File: src/rtl/timer16_cc_pkg.sv
// constants for the 16-bit timer capture/compare block
// assumes a 16-bit register port with separate write and read strobes
package timer16_cc_pkg;
  // register addresses
  localparam logic [15:0] addr_timer_mode_ctrl   = 16'hff60;
  localparam logic [15:0] addr_prescale_edge_cfg = 16'hff61;
  localparam logic [15:0] addr_cap_cmp_ctrl      = 16'hff62;
  localparam logic [15:0] addr_count_reg         = 16'hff10;
  localparam logic [15:0] addr_cap_cmp_a         = 16'hff12;
  localparam logic [15:0] addr_cap_cmp_b         = 16'hff14;
  // reset values
  localparam logic [7:0]  rst_byte               = 8'h00;
  localparam logic [15:0] rst_word               = 16'h0000;
  // field positions, timer_mode_ctrl
  localparam int          pos_overflow_flag      = 0;
  localparam int          pos_out_toggle_sel     = 1;
  localparam int          pos_op_mode_lo         = 2;
  localparam int          pos_op_mode_hi         = 3;
  // field positions, prescale_edge_cfg
  localparam int          pos_clk_sel_lo         = 0;
  localparam int          pos_clk_sel_hi         = 1;
  localparam int          pos_edge_a_sel_lo      = 4;
  localparam int          pos_edge_a_sel_hi      = 5;
  localparam int          pos_edge_b_sel_lo      = 6;
  localparam int          pos_edge_b_sel_hi      = 7;
  // field positions, cap_cmp_ctrl
  localparam int          pos_a_capture_mode     = 0;
  localparam int          pos_a_trigger_src      = 1;
  localparam int          pos_b_capture_mode     = 2;
  // operating modes
  localparam logic [1:0]  mode_stop              = 2'h0;
  localparam logic [1:0]  mode_free_run          = 2'h1;
  localparam logic [1:0]  mode_clear_on_a        = 2'h2;
  localparam logic [1:0]  mode_clear_on_match    = 2'h3;
  // valid edge codes
  localparam logic [1:0]  edge_falling           = 2'h0;
  localparam logic [1:0]  edge_rising            = 2'h1;
  localparam logic [1:0]  edge_both              = 2'h3;
  // counter limits
  localparam logic [15:0] count_max              = 16'hffff;
  localparam logic [15:0] count_zero             = 16'h0000;
  localparam logic [15:0] count_one              = 16'h0001;
  // default count clock divider
  localparam int          count_div_default      = 2;
endpackage

File: src/rtl/timer16_capture_compare.sv
// 16-bit timer counter with two capture/compare registers and mode control
// assumes a single system clock, software access over a plain strobe port,
// and external pulse inputs that are asynchronous to the clock
//
// Notes on behaviour
// - input A trigger for register A captures on the opposite edge; both gives none.
// - input B trigger for register A captures on input B's selected edge.
// - edge fields sit at bits 5:4 and 7:6; A source/mode at 1:0.
// - register A zero raises its match only on zero-to-one after a wrap.
// - a compare below the count lets the counter run through overflow.
// - compare-mode registers ignore capture triggers.
// - capture beats a coinciding write; stop with trigger gives no capture.
// - bit 2 of the control register picks register B's function.
// - reset clears register B.
// - compare-mode register B raises its interrupt on equality with the counter.
// - capture-mode register B captures on input A's selected edge.
// - register B zero raises its match only on zero-to-one after a wrap.
// - register contents after stop need not be kept.
// - reset clears the mode control register: stop, no overflow.
// - nonzero upper mode bits run the counter; zero stops it.
// - modes: stop-clear, free-run, clear on input A edge, clear on A match.
// - output toggles on matches, also on input A edge when selected.
// - interrupts from matches or capture edges, none in stop mode.
// - overflow sets bit 0 of the mode control register.
// - clearing overflow before the counter reaches one has no effect.
// - register B mode bit: zero compare, one capture.
`timescale 1ns/1ns
module timer16_capture_compare #(
  parameter int count_div = timer16_cc_pkg::count_div_default
) (
  input  wire logic        clock,
  input  wire logic        resetn,
  input  wire logic [15:0] reg_addr,
  input  wire logic        reg_wr,
  input  wire logic        reg_rd,
  input  wire logic [15:0] reg_wdata,
  output logic      [15:0] reg_rdata,
  input  wire logic        ext_in_a,
  input  wire logic        ext_in_b,
  output logic             timer_out,
  output logic             match_a_irq,
  output logic             match_b_irq
);
  import timer16_cc_pkg::*;

  ////////////////////////////////////////////////////////////////////////
  // state
  logic [15:0] count_reg;
  logic [15:0] cap_cmp_a;
  logic [15:0] cap_cmp_b;
  logic [1:0]  op_mode;
  logic        out_toggle_sel;
  logic        overflow_flag;
  logic [1:0]  clk_sel;
  logic [1:0]  edge_a_cfg;
  logic [1:0]  edge_b_cfg;
  logic        a_capture_mode;
  logic        a_trigger_src;
  logic        b_capture_mode;
  logic        wrap_pending;
  logic [7:0]  div_cnt;
  logic        count_en;
  logic        a_s1, a_s2, a_s3;
  logic        b_s1, b_s2, b_s3;

  ////////////////////////////////////////////////////////////////////////
  // decode and event terms
  logic        wr_tmc, wr_prm, wr_crc, wr_a, wr_b;
  logic        rise_a, fall_a, rise_b, fall_b;
  logic        valid_a, valid_b, opp_a;
  logic        running;
  logic        trig_a, trig_b;
  logic        match_a, match_b;
  logic        clear_now;
  logic        ovf_set;

  // valid edge of an input for a given edge code; code one-zero never hits
  function automatic logic edge_hit(input logic [1:0] code, input logic rise,
                                    input logic fall);
    logic hit;
    hit = 1'b0;
    case (code)
      edge_falling: hit = fall;
      edge_rising:  hit = rise;
      edge_both:    hit = rise | fall;
      default:      hit = 1'b0;
    endcase
    return hit;
  endfunction

  // register strobes
  assign wr_tmc = reg_wr && (reg_addr == addr_timer_mode_ctrl);
  assign wr_prm = reg_wr && (reg_addr == addr_prescale_edge_cfg);
  assign wr_crc = reg_wr && (reg_addr == addr_cap_cmp_ctrl);
  assign wr_a   = reg_wr && (reg_addr == addr_cap_cmp_a);
  assign wr_b   = reg_wr && (reg_addr == addr_cap_cmp_b);

  // edges seen on the synchronised inputs
  assign rise_a  = a_s2 & ~a_s3;
  assign fall_a  = ~a_s2 & a_s3;
  assign rise_b  = b_s2 & ~b_s3;
  assign fall_b  = ~b_s2 & b_s3;
  assign valid_a = edge_hit(edge_a_cfg, rise_a, fall_a);
  assign valid_b = edge_hit(edge_b_cfg, rise_b, fall_b);

  // opposite-phase edge of input A, nothing when both edges are valid
  always_comb begin
    opp_a = 1'b0;
    case (edge_a_cfg)
      edge_rising:  opp_a = fall_a;
      edge_falling: opp_a = rise_a;
      default:      opp_a = 1'b0;
    endcase
  end

  // counter runs in every mode but stop
  assign running = (op_mode != mode_stop);

  // accepted capture triggers, only in capture mode and while running
  assign trig_a = running && a_capture_mode &&
                  (a_trigger_src ? opp_a : valid_b);
  assign trig_b = running && b_capture_mode && valid_a;

  // compare matches, zero value only counts right after a wrap
  assign match_a = running && !a_capture_mode && count_en &&
                   (count_reg == cap_cmp_a) &&
                   ((cap_cmp_a != count_zero) || wrap_pending);
  assign match_b = running && !b_capture_mode && count_en &&
                   (count_reg == cap_cmp_b) &&
                   ((cap_cmp_b != count_zero) || wrap_pending);

  // clear-and-start conditions
  assign clear_now = ((op_mode == mode_clear_on_a) && valid_a) ||
                     ((op_mode == mode_clear_on_match) && match_a);

  // overflow when the counter steps past its maximum
  assign ovf_set = running && count_en && !clear_now && (count_reg == count_max);

  ////////////////////////////////////////////////////////////////////////
  // input synchronisers and edge history
  always_ff @(posedge clock or negedge resetn) begin
    if (!resetn) begin
      a_s1 <= 1'b0;
      a_s2 <= 1'b0;
      a_s3 <= 1'b0;
      b_s1 <= 1'b0;
      b_s2 <= 1'b0;
      b_s3 <= 1'b0;
    end else begin
      a_s1 <= ext_in_a;
      a_s2 <= a_s1;
      a_s3 <= a_s2;
      b_s1 <= ext_in_b;
      b_s2 <= b_s1;
      b_s3 <= b_s2;
    end
  end

  // count clock enable divider
  always_ff @(posedge clock or negedge resetn) begin
    if (!resetn) begin
      div_cnt  <= 8'h00;
      count_en <= 1'b0;
    end else if (div_cnt == 8'(count_div - 1)) begin
      div_cnt  <= 8'h00;
      count_en <= 1'b1;
    end else begin
      div_cnt  <= div_cnt + 8'h01;
      count_en <= 1'b0;
    end
  end

  ////////////////////////////////////////////////////////////////////////
  // counter
  always_ff @(posedge clock or negedge resetn) begin
    if (!resetn) begin
      count_reg <= rst_word;
    end else if (!running) begin
      count_reg <= count_zero;
    end else if (clear_now) begin
      count_reg <= count_zero;
    end else if (count_en) begin
      count_reg <= count_reg + count_one;
    end
  end

  // marks the span from the wrap to zero until the step to one
  always_ff @(posedge clock or negedge resetn) begin
    if (!resetn) begin
      wrap_pending <= 1'b0;
    end else if (!running || clear_now) begin
      wrap_pending <= 1'b0;
    end else if (ovf_set) begin
      wrap_pending <= 1'b1;
    end else if (count_en && (count_reg == count_zero)) begin
      wrap_pending <= 1'b0;
    end
  end

  ////////////////////////////////////////////////////////////////////////
  // mode control register; a new overflow wins over a clear
  always_ff @(posedge clock or negedge resetn) begin
    if (!resetn) begin
      op_mode        <= mode_stop;
      out_toggle_sel <= 1'b0;
      overflow_flag  <= 1'b0;
    end else begin
      if (wr_tmc) begin
        op_mode        <= {reg_wdata[pos_op_mode_hi], reg_wdata[pos_op_mode_lo]};
        out_toggle_sel <= reg_wdata[pos_out_toggle_sel];
      end
      if (ovf_set) begin
        overflow_flag <= 1'b1;
      end else if (wr_tmc) begin
        overflow_flag <= reg_wdata[pos_overflow_flag] | wrap_pending;
      end
    end
  end

  // edge and count clock configuration
  always_ff @(posedge clock or negedge resetn) begin
    if (!resetn) begin
      clk_sel    <= 2'h0;
      edge_a_cfg <= edge_falling;
      edge_b_cfg <= edge_falling;
    end else if (wr_prm) begin
      clk_sel    <= {reg_wdata[pos_clk_sel_hi], reg_wdata[pos_clk_sel_lo]};
      edge_a_cfg <= {reg_wdata[pos_edge_a_sel_hi], reg_wdata[pos_edge_a_sel_lo]};
      edge_b_cfg <= {reg_wdata[pos_edge_b_sel_hi], reg_wdata[pos_edge_b_sel_lo]};
    end
  end

  // capture/compare control
  always_ff @(posedge clock or negedge resetn) begin
    if (!resetn) begin
      a_capture_mode <= 1'b0;
      a_trigger_src  <= 1'b0;
      b_capture_mode <= 1'b0;
    end else if (wr_crc) begin
      a_capture_mode <= reg_wdata[pos_a_capture_mode];
      a_trigger_src  <= reg_wdata[pos_a_trigger_src];
      b_capture_mode <= reg_wdata[pos_b_capture_mode];
    end
  end

  ////////////////////////////////////////////////////////////////////////
  // capture/compare register A; capture wins over a write
  always_ff @(posedge clock or negedge resetn) begin
    if (!resetn) begin
      cap_cmp_a <= rst_word;
    end else if (trig_a) begin
      cap_cmp_a <= count_reg;
    end else if (wr_a) begin
      cap_cmp_a <= reg_wdata;
    end
  end

  // capture/compare register B; capture wins over a write
  always_ff @(posedge clock or negedge resetn) begin
    if (!resetn) begin
      cap_cmp_b <= rst_word;
    end else if (trig_b) begin
      cap_cmp_b <= count_reg;
    end else if (wr_b) begin
      cap_cmp_b <= reg_wdata;
    end
  end

  ////////////////////////////////////////////////////////////////////////
  // interrupt pulses, gated off in stop mode by the running terms
  always_ff @(posedge clock or negedge resetn) begin
    if (!resetn) begin
      match_a_irq <= 1'b0;
      match_b_irq <= 1'b0;
    end else begin
      match_a_irq <= match_a | trig_a;
      match_b_irq <= match_b | trig_b;
    end
  end

  // timer output toggle, frozen in stop mode
  always_ff @(posedge clock or negedge resetn) begin
    if (!resetn) begin
      timer_out <= 1'b0;
    end else if (running && (match_a || match_b || (out_toggle_sel && valid_a))) begin
      timer_out <= ~timer_out;
    end
  end

  ////////////////////////////////////////////////////////////////////////
  // read data, registered; unmapped addresses read zero
  always_ff @(posedge clock or negedge resetn) begin
    if (!resetn) begin
      reg_rdata <= rst_word;
    end else if (reg_rd) begin
      case (reg_addr)
        addr_timer_mode_ctrl:
          reg_rdata <= {12'h000, op_mode, out_toggle_sel, overflow_flag};
        addr_prescale_edge_cfg:
          reg_rdata <= {8'h00, edge_b_cfg, edge_a_cfg, 2'h0, clk_sel};
        addr_cap_cmp_ctrl:
          reg_rdata <= {13'h0000, b_capture_mode, a_trigger_src, a_capture_mode};
        addr_count_reg: reg_rdata <= count_reg;
        addr_cap_cmp_a: reg_rdata <= cap_cmp_a;
        addr_cap_cmp_b: reg_rdata <= cap_cmp_b;
        default:        reg_rdata <= rst_word;
      endcase
    end
  end

endmodule

File: config.mk
export PLATFORM = sky130hd
export DESIGN_NAME = timer16_capture_compare
export DESIGN_NICKNAME = d
export VERILOG_FILES = /design/src/rtl/timer16_cc_pkg.sv /design/src/rtl/timer16_capture_compare.sv
export SDC_FILE = /design/constraint.sdc
export NUM_CORES = 1
export LEC_CHECK = 0
export ABC_CLOCK_PERIOD_IN_PS = 4000
export BUFFER_PORTS_ARGS = -buffer_cell sky130_fd_sc_hd__buf_4
export CAP_MARGIN = 20
export CORE_ASPECT_RATIO = 1.25
export CORE_MARGIN = 4
export CORE_UTILIZATION = 55
export CTS_BUF_LIST = sky130_fd_sc_hd__clkbuf_8 sky130_fd_sc_hd__clkbuf_16
export DETAILED_ROUTE_END_ITERATION = 10
export HOLD_SLACK_MARGIN = 0.08
export PLACE_DENSITY = 0.74
export SLEW_MARGIN = 10
export SYNTH_ARGS = -nofsm -noshare
export SYNTH_HDL_FRONTEND = slang
export SYNTH_SLANG_ARGS = --single-unit
File: constraint.sdc
create_clock -name clock -period 4 [get_ports clock]
set_input_delay 0.4 -clock clock [delete_from_list [all_inputs] [get_ports clock]]
set_output_delay 0.4 -clock clock [all_outputs]
set_load 0.02 [all_outputs]
After elaboration in Yosys (flattened, before gate mapping)
Cells that the tools add are included.
{ "word_totals": {"reg_bits": 96, "input_bits": 38, "elab_cells": 122} }
{ "classes": {"add_sub_neg": 2, "n_eq_ne": 17, "muxes": 19, "bitwise_logic": 14, "n_reduce_logical": 45} }
{ "ops": {"columns": ["op", "count"], "rows": [
  ["equality test 16 bit (second input constant)", 7],
  ["2-to-1 mux 16 bit", 7],
  ["case mux 16 bit (6 select lines)", 1],
  ["equality test 16 bit", 2],
  ["nonzero test 16 bit", 2],
  ["logical AND 1 bit", 25],
  ["adder 16 x 1 -> 16 bit (second input constant)", 1],
  ["zero test 16 bit", 1],
  ["adder 8 x 1 -> 8 bit (second input constant)", 1],
  ["equality test 2 bit (second input constant)", 4],
  ["equality test 8 x 1 -> 1 bit (second input constant)", 1],
  ["2-to-1 mux 8 bit", 1],
  ["nonzero test 2 bit", 4],
  ["2-to-1 mux 1 bit", 7],
  ["logical OR 1 bit", 6],
  ["case mux 1 bit (3 select lines)", 2],
  ["NOT 1 bit", 5],
  ["bitwise OR 1 bit", 5],
  ["AND 1 bit", 4],
  ["equality test 2 x 1 -> 1 bit (second input constant)", 2],
  ["zero test 1 bit", 4],
  ["zero test 2 bit", 2],
  ["!= test 3 x 2 -> 1 bit (second input constant)", 1],
  ["nonzero test 3 bit", 1],
  ["case mux 1 bit (2 select lines)", 1]
]} }

Longest topological paths before layout
Gate-level depths: netlist (run 1).
{ "logic_depth": {"ltp_word": 12, "mapped_depth": 9, "ltp_nobuf": 8} }

Worst setup path after synthesis (run 1)
No wires, ideal clock.
{ "synth_timing": {"path_kind": "reg-to-reg", "startpoint": "register a_s2", "endpoint": "register match_b_irq", "setup_ns": 0.127, "arrival_ns": 1.900, "required_ns": 3.873, "path_slack_ns": 1.972, "stages_incl_launch_ff": 8, "path_buffers": 2, "period_less_slack_ns": 2.028, "cell_sequence": "dfrtp_1 ha_1 or2_2 a32o_1 o211a_1 buf_2 buf_2 or2_2"} }
{ "synth_via": {"elab_chain_cells": 6, "word_cells_on_any_way": 7, "cone_classes": "1 x mux; 5 x bitwise; 1 x reduce/logical"} }
{ "synth_lines": {"columns": ["item", "line", "source"], "rows": [
  ["start, declared", "timer16_capture_compare.sv:63", "logic a_s1, a_s2, a_s3;"],
  ["start signal, assigned", "timer16_capture_compare.sv:151", "a_s2 <= a_s1;"],
  ["NOT 1 bit", "timer16_capture_compare.sv:100", "assign fall_a = ~a_s2 & a_s3;"],
  ["AND 1 bit", "timer16_capture_compare.sv:100", null],
  ["bitwise OR 1 bit", "timer16_capture_compare.sv:85", "edge_both: hit = rise | fall;"],
  ["case mux 1 bit (3 select lines) (*)", "timer16_capture_compare.sv:82", "case (code)"],
  ["logical AND 1 bit (*)", "timer16_capture_compare.sv:122", "assign trig_b = running && b_capture_mode && valid_a;"],
  ["bitwise OR 1 bit (*)", "timer16_capture_compare.sv:277", "match_b_irq <= match_b | trig_b;"],
  ["end signal, assigned", "timer16_capture_compare.sv:277", null],
  ["end, declared", "timer16_capture_compare.sv:42", "output logic match_b_irq"]
]} }
Mark *: on every way between the ends. The rest lies on a longest branch, timed or not.
A chain may end at the register's enable or synchronous reset.

Worst setup path after layout (run 1)
{ "layout_timing": {"startpoint": "register a_s2", "endpoint": "register cap_cmp_b[8]"} }
{ "layout_via": {"elab_chain_cells": 6, "word_cells_on_any_way": 8, "cone_classes": "2 x mux; 4 x bitwise; 2 x reduce/logical"} }
{ "layout_lines": {"columns": ["item", "line", "source"], "rows": [
  ["NOT 1 bit", "timer16_capture_compare.sv:100", null],
  ["AND 1 bit", "timer16_capture_compare.sv:100", null],
  ["bitwise OR 1 bit", "timer16_capture_compare.sv:85", null],
  ["case mux 1 bit (3 select lines) (*)", "timer16_capture_compare.sv:82", null],
  ["logical AND 1 bit (*)", "timer16_capture_compare.sv:122", null],
  ["2-to-1 mux 16 bit / nonzero test 2 bit (equally long branches)", null, null],
  ["end signal, assigned", "timer16_capture_compare.sv:261", "cap_cmp_b <= rst_word;"],
  ["end signal, assigned", "timer16_capture_compare.sv:263", "cap_cmp_b <= count_reg;"],
  ["end signal, assigned", "timer16_capture_compare.sv:265", "cap_cmp_b <= reg_wdata;"],
  ["end, declared", "timer16_capture_compare.sv:50", "logic [15:0] cap_cmp_b;"]
]} }
Marks and branches as above.

==> impl_results.md, run 1 <==
* Critical Path Stages at 7
* Initial DRC Count at about 590
* DR WL met2 at 6470 um
* CTS tree: done
* HP Class: in2async
* Achievable Freq at 400 MHz
* Final wirelength at 13100 um
* Largest stage delay, worst path at ~440 ps
* Post-synthesis instance total at 512
* Via count at around 4000
* Initial antenna violation count at 0
* Max transition margin at 0.384
* R2r worst-path depth at 7
* Die width at 95.5 um
* Post-layout util at 0.642
* Max cap viols at 0
* Residual DRC count at 0
* Clk_skew at 5.71 ps
* Post-synthesis sequential area ratio at 0.456
* RD Place Congestion at 0.929
* P per Cell Area at 333 nW/um2
* Clock latency on the worst-skew pair at 350 ps
* Ratio of cells with drive above 1 in the final layout at 0.193
* Post-Syn Area at 5270 um2
* Critical path required time at 4230 ps
* Cell family with most CP delay: compound AO/OA/AOI/OAI gates
* Final setup fails at 0
* Number of port buffers at 56
* Wire per inst at 19.3 um
* Final hold slack at 123 ps
* Metal-1 WL at 5420 um
* Remaining global-route overflow at 0
* Area Overhead vs Synth at 12.9%
* DIE HEIGHT at 117 um
* Synth Area in Compound Gates at 0.117
* Sink Count at 96
* Worst Setup Path Type: reg2reg
* Final net count at 594
* Post-Synth Simple-Gate Area at 0.161
* Yosys reg bits at 96
* Commonest non-fill, non-tap cells in the layout: 96 x dfrtp_1, 60 x buf_4, 42 x nor2_1
* Crit-path max FO at 22
* Hpwl dp at roughly 9300 um
* Top Metal Used: met4
* Starting Density at 0.568
* Drt pass-1 iters at 5
* Post-CTS Setup Bufs at 0
* FFs w/ async S/R, synth at 1.00
* Most common cell after layout, fill and taps aside: dfrtp_1
* Largest net degree at the start of global routing at 62
* Status: finished clean
* # hold bufs at CTS at 0
* Root buf cell: clkbuf_16
* Met3 WL at ~860 um
* Max clock buf depth at 2
* Critical Path, Cell by Cell: ha_1 -> or2_2 -> a32o_1 -> o211a_1 -> a21oi_2 -> buf_6 -> o21ai_0
* WP buf/inv at 1
* Synth cell types at 59
* Crit-path slowest cell: o211a_1
* Synth Area in XOR/XNOR at 0.0898
* Boundary Pins at 57
* Static Leak at 2.66 nW
* DR vias/cell at 6.04
* VDD IR max at 0.236 mV
* Synthesized net count at 558
* Gates resized, CTS repair at 0
* Detail Route Antenna Nets at 0
* FF/Latch Area at 2400 um2
* Largest family of logic cells by synthesized area: simple AND/OR/NAND/NOR gates
* Unrepaired setup endpoints after global routing: false
* Fin. Hold Viols at 0
* Minimum clock period at about 2500 ps
* CTS Buf Count at 9
* Htree depth at 3
* Row count at 39
* Least-Margin Pin Slew at 917 ps
* Adder-cell share of the synthesized area at 0.0190
* Clock-pin slew on the worst setup and hold paths at about 70 ps
* Top_reg_cell synth: dfrtp_1
* Die area at 11200 um2
* Multiplexer share of the synthesized area at 0.0921
* EDFF count, synth at 0
* Yosys warnings at 0
* N_diodes at 0
* Core Region at between 9000 and 10000 um2
* Syn_area_per_cell at 10.3 um2
* First-pass GRT wire length at 21400 um
* Max Slew Vio Count at 0
* Crit path DAT at 2730 ps
* Final Cycle Share at 0.625
* Setup TNS at 0 ps
* Gr usage total at 0.248
* # fillers at 762
* CP Launch Type: flip-flop
* Worst setup EP type: flip-flop
* Vias in the first global route at roughly 4100
* Area of the multi-input gates at 2530 um2
-- per-layer routing --
layer,vias up,GRT usage
li1,1904,-
met1,1988,0.338
met2,166,0.395
met3,28,0.0448
met4,0,0.0845
met5,-,0
-- worst reg2reg max path, delay by kind of cell, from the launching register on --
kind	cells	cell delay, ps
AO/OA/AOI/OAI	4	1260
adder cells (fa/ha/maj)	1	220
buffers and inverters	1	240
flip-flops	1	400
AND/OR/NAND/NOR	1	270
-- path summary, 6_finish.rpt --
kind / endpoint / slack [ps] / startpoint
max in group asynchronous: match_b_irq / 2920 / resetn
hold / removal: div_cnt[4] / 120 / resetn
setup / recovery: cap_cmp_b[8] / 1500 / a_s2
hold reg to reg: b_s2 / 350 / b_s1
setup reg to reg: cap_cmp_b[8] / 1500 / a_s2
min in group clock: b_s1 / 160 / ext_in_b
-- kinds of logic (layout without fill, tap and decap cells) --
family / Yosys count / after routing
compound gates: 91 / 91
fa+ha+maj: 8 / 8
simple gates: 158 / 158
buf+inv: 58 / 99
flops: 96 / 96
mux: 47 / 47
xor+xnor: 54 / 54
-- cell usage after synthesis, types with 2 or more instances --
cell,n,area (um2)
inv_1,22,82.6
nand3_1,18,90.1
mux2i_1,35,350
nor4b_1,2,17.5
o21ai_1,11,55.1
o21ai_0,9,45.0
and3_1,7,43.8
buf_4,3,22.5
clkbuf_1,13,48.8
nand2_1,27,101
xnor2_1,18,158
and2_1,4,25.0
ha_1,8,100
xor2_1,36,315
nand2b_1,2,12.5
a222oi_1,8,80.1
nor2_2,3,18.8
a21oi_1,19,95.1
mux2_2,12,135
a31oi_1,2,12.5
nor4_1,17,106
clkbuf_8,2,27.5
nor2_1,42,158
nand4_1,10,62.6
a22oi_1,5,37.5
o22ai_1,14,87.6
or2_2,3,18.8
a221oi_1,6,52.6
nor3_1,7,35.0
a22o_1,4,35.0
nor2b_1,2,12.5
nor4_4,2,42.5
or3_1,3,18.8
buf_6,9,101
dfrtp_1,96,2400
buf_2,8,40.0
-- layout make-up --
type / instances / area share
clock buffers: 9 / 0.0378
clock inverters: 7 / 0.0160
well taps: 123 / 0.0259
multi-input cells: 358 / 0.425
inverters: 22 / 0.0139
flip-flops and latches: 96 / 0.404
repair buffers: 61 / 0.0776
-- through the flow --
stage | instance area, um2 | setup slack, ps | power [mW] | instances
after detailed placement | 5620 | 1110 | 1.08 | 659
final | 5950 | 1500 | 1.98 | 676
after global routing | 5950 | 1320 | 2.04 | 676
after global placement | 5620 | 1250 | 1.08 | 659
after CTS | 5940 | 1120 | 1.99 | 675
after floorplan | 5270 | 1970 | 1.02 | 512
-- where the power goes --
part	switching, mW	internal, mW
combinational	0.0495	0.0353
clock	0.372	0.548
sequential	0.00268	0.975
total	0.424	1.56
Note: power is estimated with default switching activity, not from simulation.
==> inputs of run 2 (changes only) <==
- ABC_CLOCK_PERIOD_IN_PS: 4000 -> 2350
- clock period: 4 -> 2.35 ns (I/O delays scaled with it)
==> impl_results.md, run 2 (synthesis gave the netlist of run 1 again) <==
* First-pass GRT wire length at 22600 um
* Die area at 11200 um2
* Worst slack at placement at approximately 240 ps
* PnR Total Power at 3.26 mW
* Critical path required time at 2580 ps
* Hpwl dp at 10100 um
* Vias in the first global route at roughly 4400
* Hold Path Origin: reg_wdata[4]
* Max Slew Vio Count at 0
* Met1 usage at 0.342
* Crit-path slowest cell: dfrtp_1
* Status: finished clean
* Htree depth at 3
* RD Place Congestion at about 0.95
* Core Region at 9270 um2
* Hold path endpoint: edge_a_cfg[0]
* CTS Buf Count at 9
* Max cap viols at 0
* Max clock buf depth at 2
* Drt pass-1 iters at 7
* Placed cells at a little under 700
* Residual DRC count at 0
* R2R Path Start: a_s2
* Final Cycle Share at 0.893
* Post-route insts no fill at 703
* Post-layout util at 0.666
* PnR worst setup slack at 252 ps
* Least-Margin Pin Slew at between 600 and 700 ps
* CP Launch Type: flip-flop
* Worst setup EP type: flip-flop
* Hold Path Depth at 2
* Cell family with most CP delay: compound AO/OA/AOI/OAI gates
* Area post-placement at 5850 um2
* HP Class: in2reg
* Gr usage total at 0.262
* Final net count at 622
* Minimum clock period at 2100 ps
* Critical Path, Cell by Cell: inv_1 -> ha_1 -> nand2_1 -> a32o_1 -> o211a_1 -> buf_4 -> mux2i_1 -> o21ai_0
* Crit-path max FO at 11
* Final wirelength at 13900 um
* Via count at 4268
* Most common cell after layout, fill and taps aside: dfrtp_1
* Achievable Freq at 477 MHz
* Met2 Use GR at 0.415
* # fillers at ~750
* Sink Count at 96
* Final instance area at 6170 um2
* Initial DRC Count at ~360
* FF-to-FF End: cap_cmp_b[7]
* Global route hottest layer: met2
* Static Leak at around 2.8 nW
* Crit path DAT at 2330 ps
* Largest net degree at the start of global routing at 42
* Worst Setup Path Type: reg2reg
* Setup TNS at 0 ps
* Row count at 39
* Commonest non-fill, non-tap cells in the layout: 96 x dfrtp_1, 83 x buf_4, 42 x nor2_1
* Boundary Pins at 57
* Unrepaired setup endpoints after global routing: false
* DIE HEIGHT at 117 um
* Remaining global-route overflow at 0
* Largest stage delay, worst path at 370 ps
* WP buf/inv at 2
* Detail Route Antenna Nets at 0
* CTS tree: done
* N_diodes at 0
* GR Util met3 at 0.0429
* Clock latency on the worst-skew pair at 350 ps
* P per Cell Area at 529 nW/um2
* Initial antenna violation count at 0
* Ratio of cells with drive above 1 in the final layout at 0.222
* Clk_skew at 5.27 ps
* Max transition margin at 0.596
* Number of port buffers at 56
* Final hold slack at 161 ps
* Wire per inst at 19.7 um
* Final setup fails at 0
* R2r worst-path depth at 8
* Flop2flop setup slack at 250 ps
* Clock-pin slew on the worst setup and hold paths at 60 ps
* Die width at approximately 96 um
* Starting Density at 0.568
* Root buf cell: clkbuf_16
* DR vias/cell at between 6 and 7
* Fin. Hold Viols at 0
* Area Overhead vs Synth at 17.1%
* VDD IR max at 0.417 mV
[run 2: cell types whose count changed in the layout (fill, tap and decap cells not counted), sizes merged]
cell,change
buf,+25
bufinv,-1
clkbuf,+1
clkinv,-2
dlygate4sd3,+3
inv,+1
[run 2: how the worst max path moves through the flow]
stage,slack [ps],cells after the start,to,start
6_report,250,8,cap_cmp_b[7],a_s2
5_1_grt,70,7,timer_out,count_reg[10]
4_1_cts,250,7,timer_out,count_reg[10]
3_5_place_dp,240,7,cap_cmp_a[2],reg_addr[7]
3_3_place_gp,300,7,timer_out,count_reg[10]
2_1_floorplan,320,7,match_b_irq,a_s2
[run 2: power by group]
part / internal, mW / switching (mW) / leakage [nW]
logic: 0.0669 / 0.0886 / 1.44
clock network: 0.838 / 0.605 / 0.147
registers: 1.66 / 0.00418 / 1.22
[run 2: cell type report]
cell class	count	area [um2]	share of cell area
clock buffers	10	239	0.0387
clock inverters	5	50.0	0.00811
inverters	22	82.6	0.0134
multi-input cells	358	2530	0.410
flip-flops and latches	96	2400	0.389
well taps	123	154	0.0249
repair buffers	89	713	0.116
[run 2: routing by layer]
layer / vias up / routed length, um
met3: 48 / 934
met2: 191 / 6780
met4: 0 / 618
li1: 1961 / -
met1: 2068 / 5520
met5: - / 0
[run 2: what timing repair did]
item	4_1_cts	5_1_grt
resized for setup	0	0
setup buffers	0	0
hold buffers	3	0
endpoints found under the hold margin	41	0
setup endpoints to repair	0	0
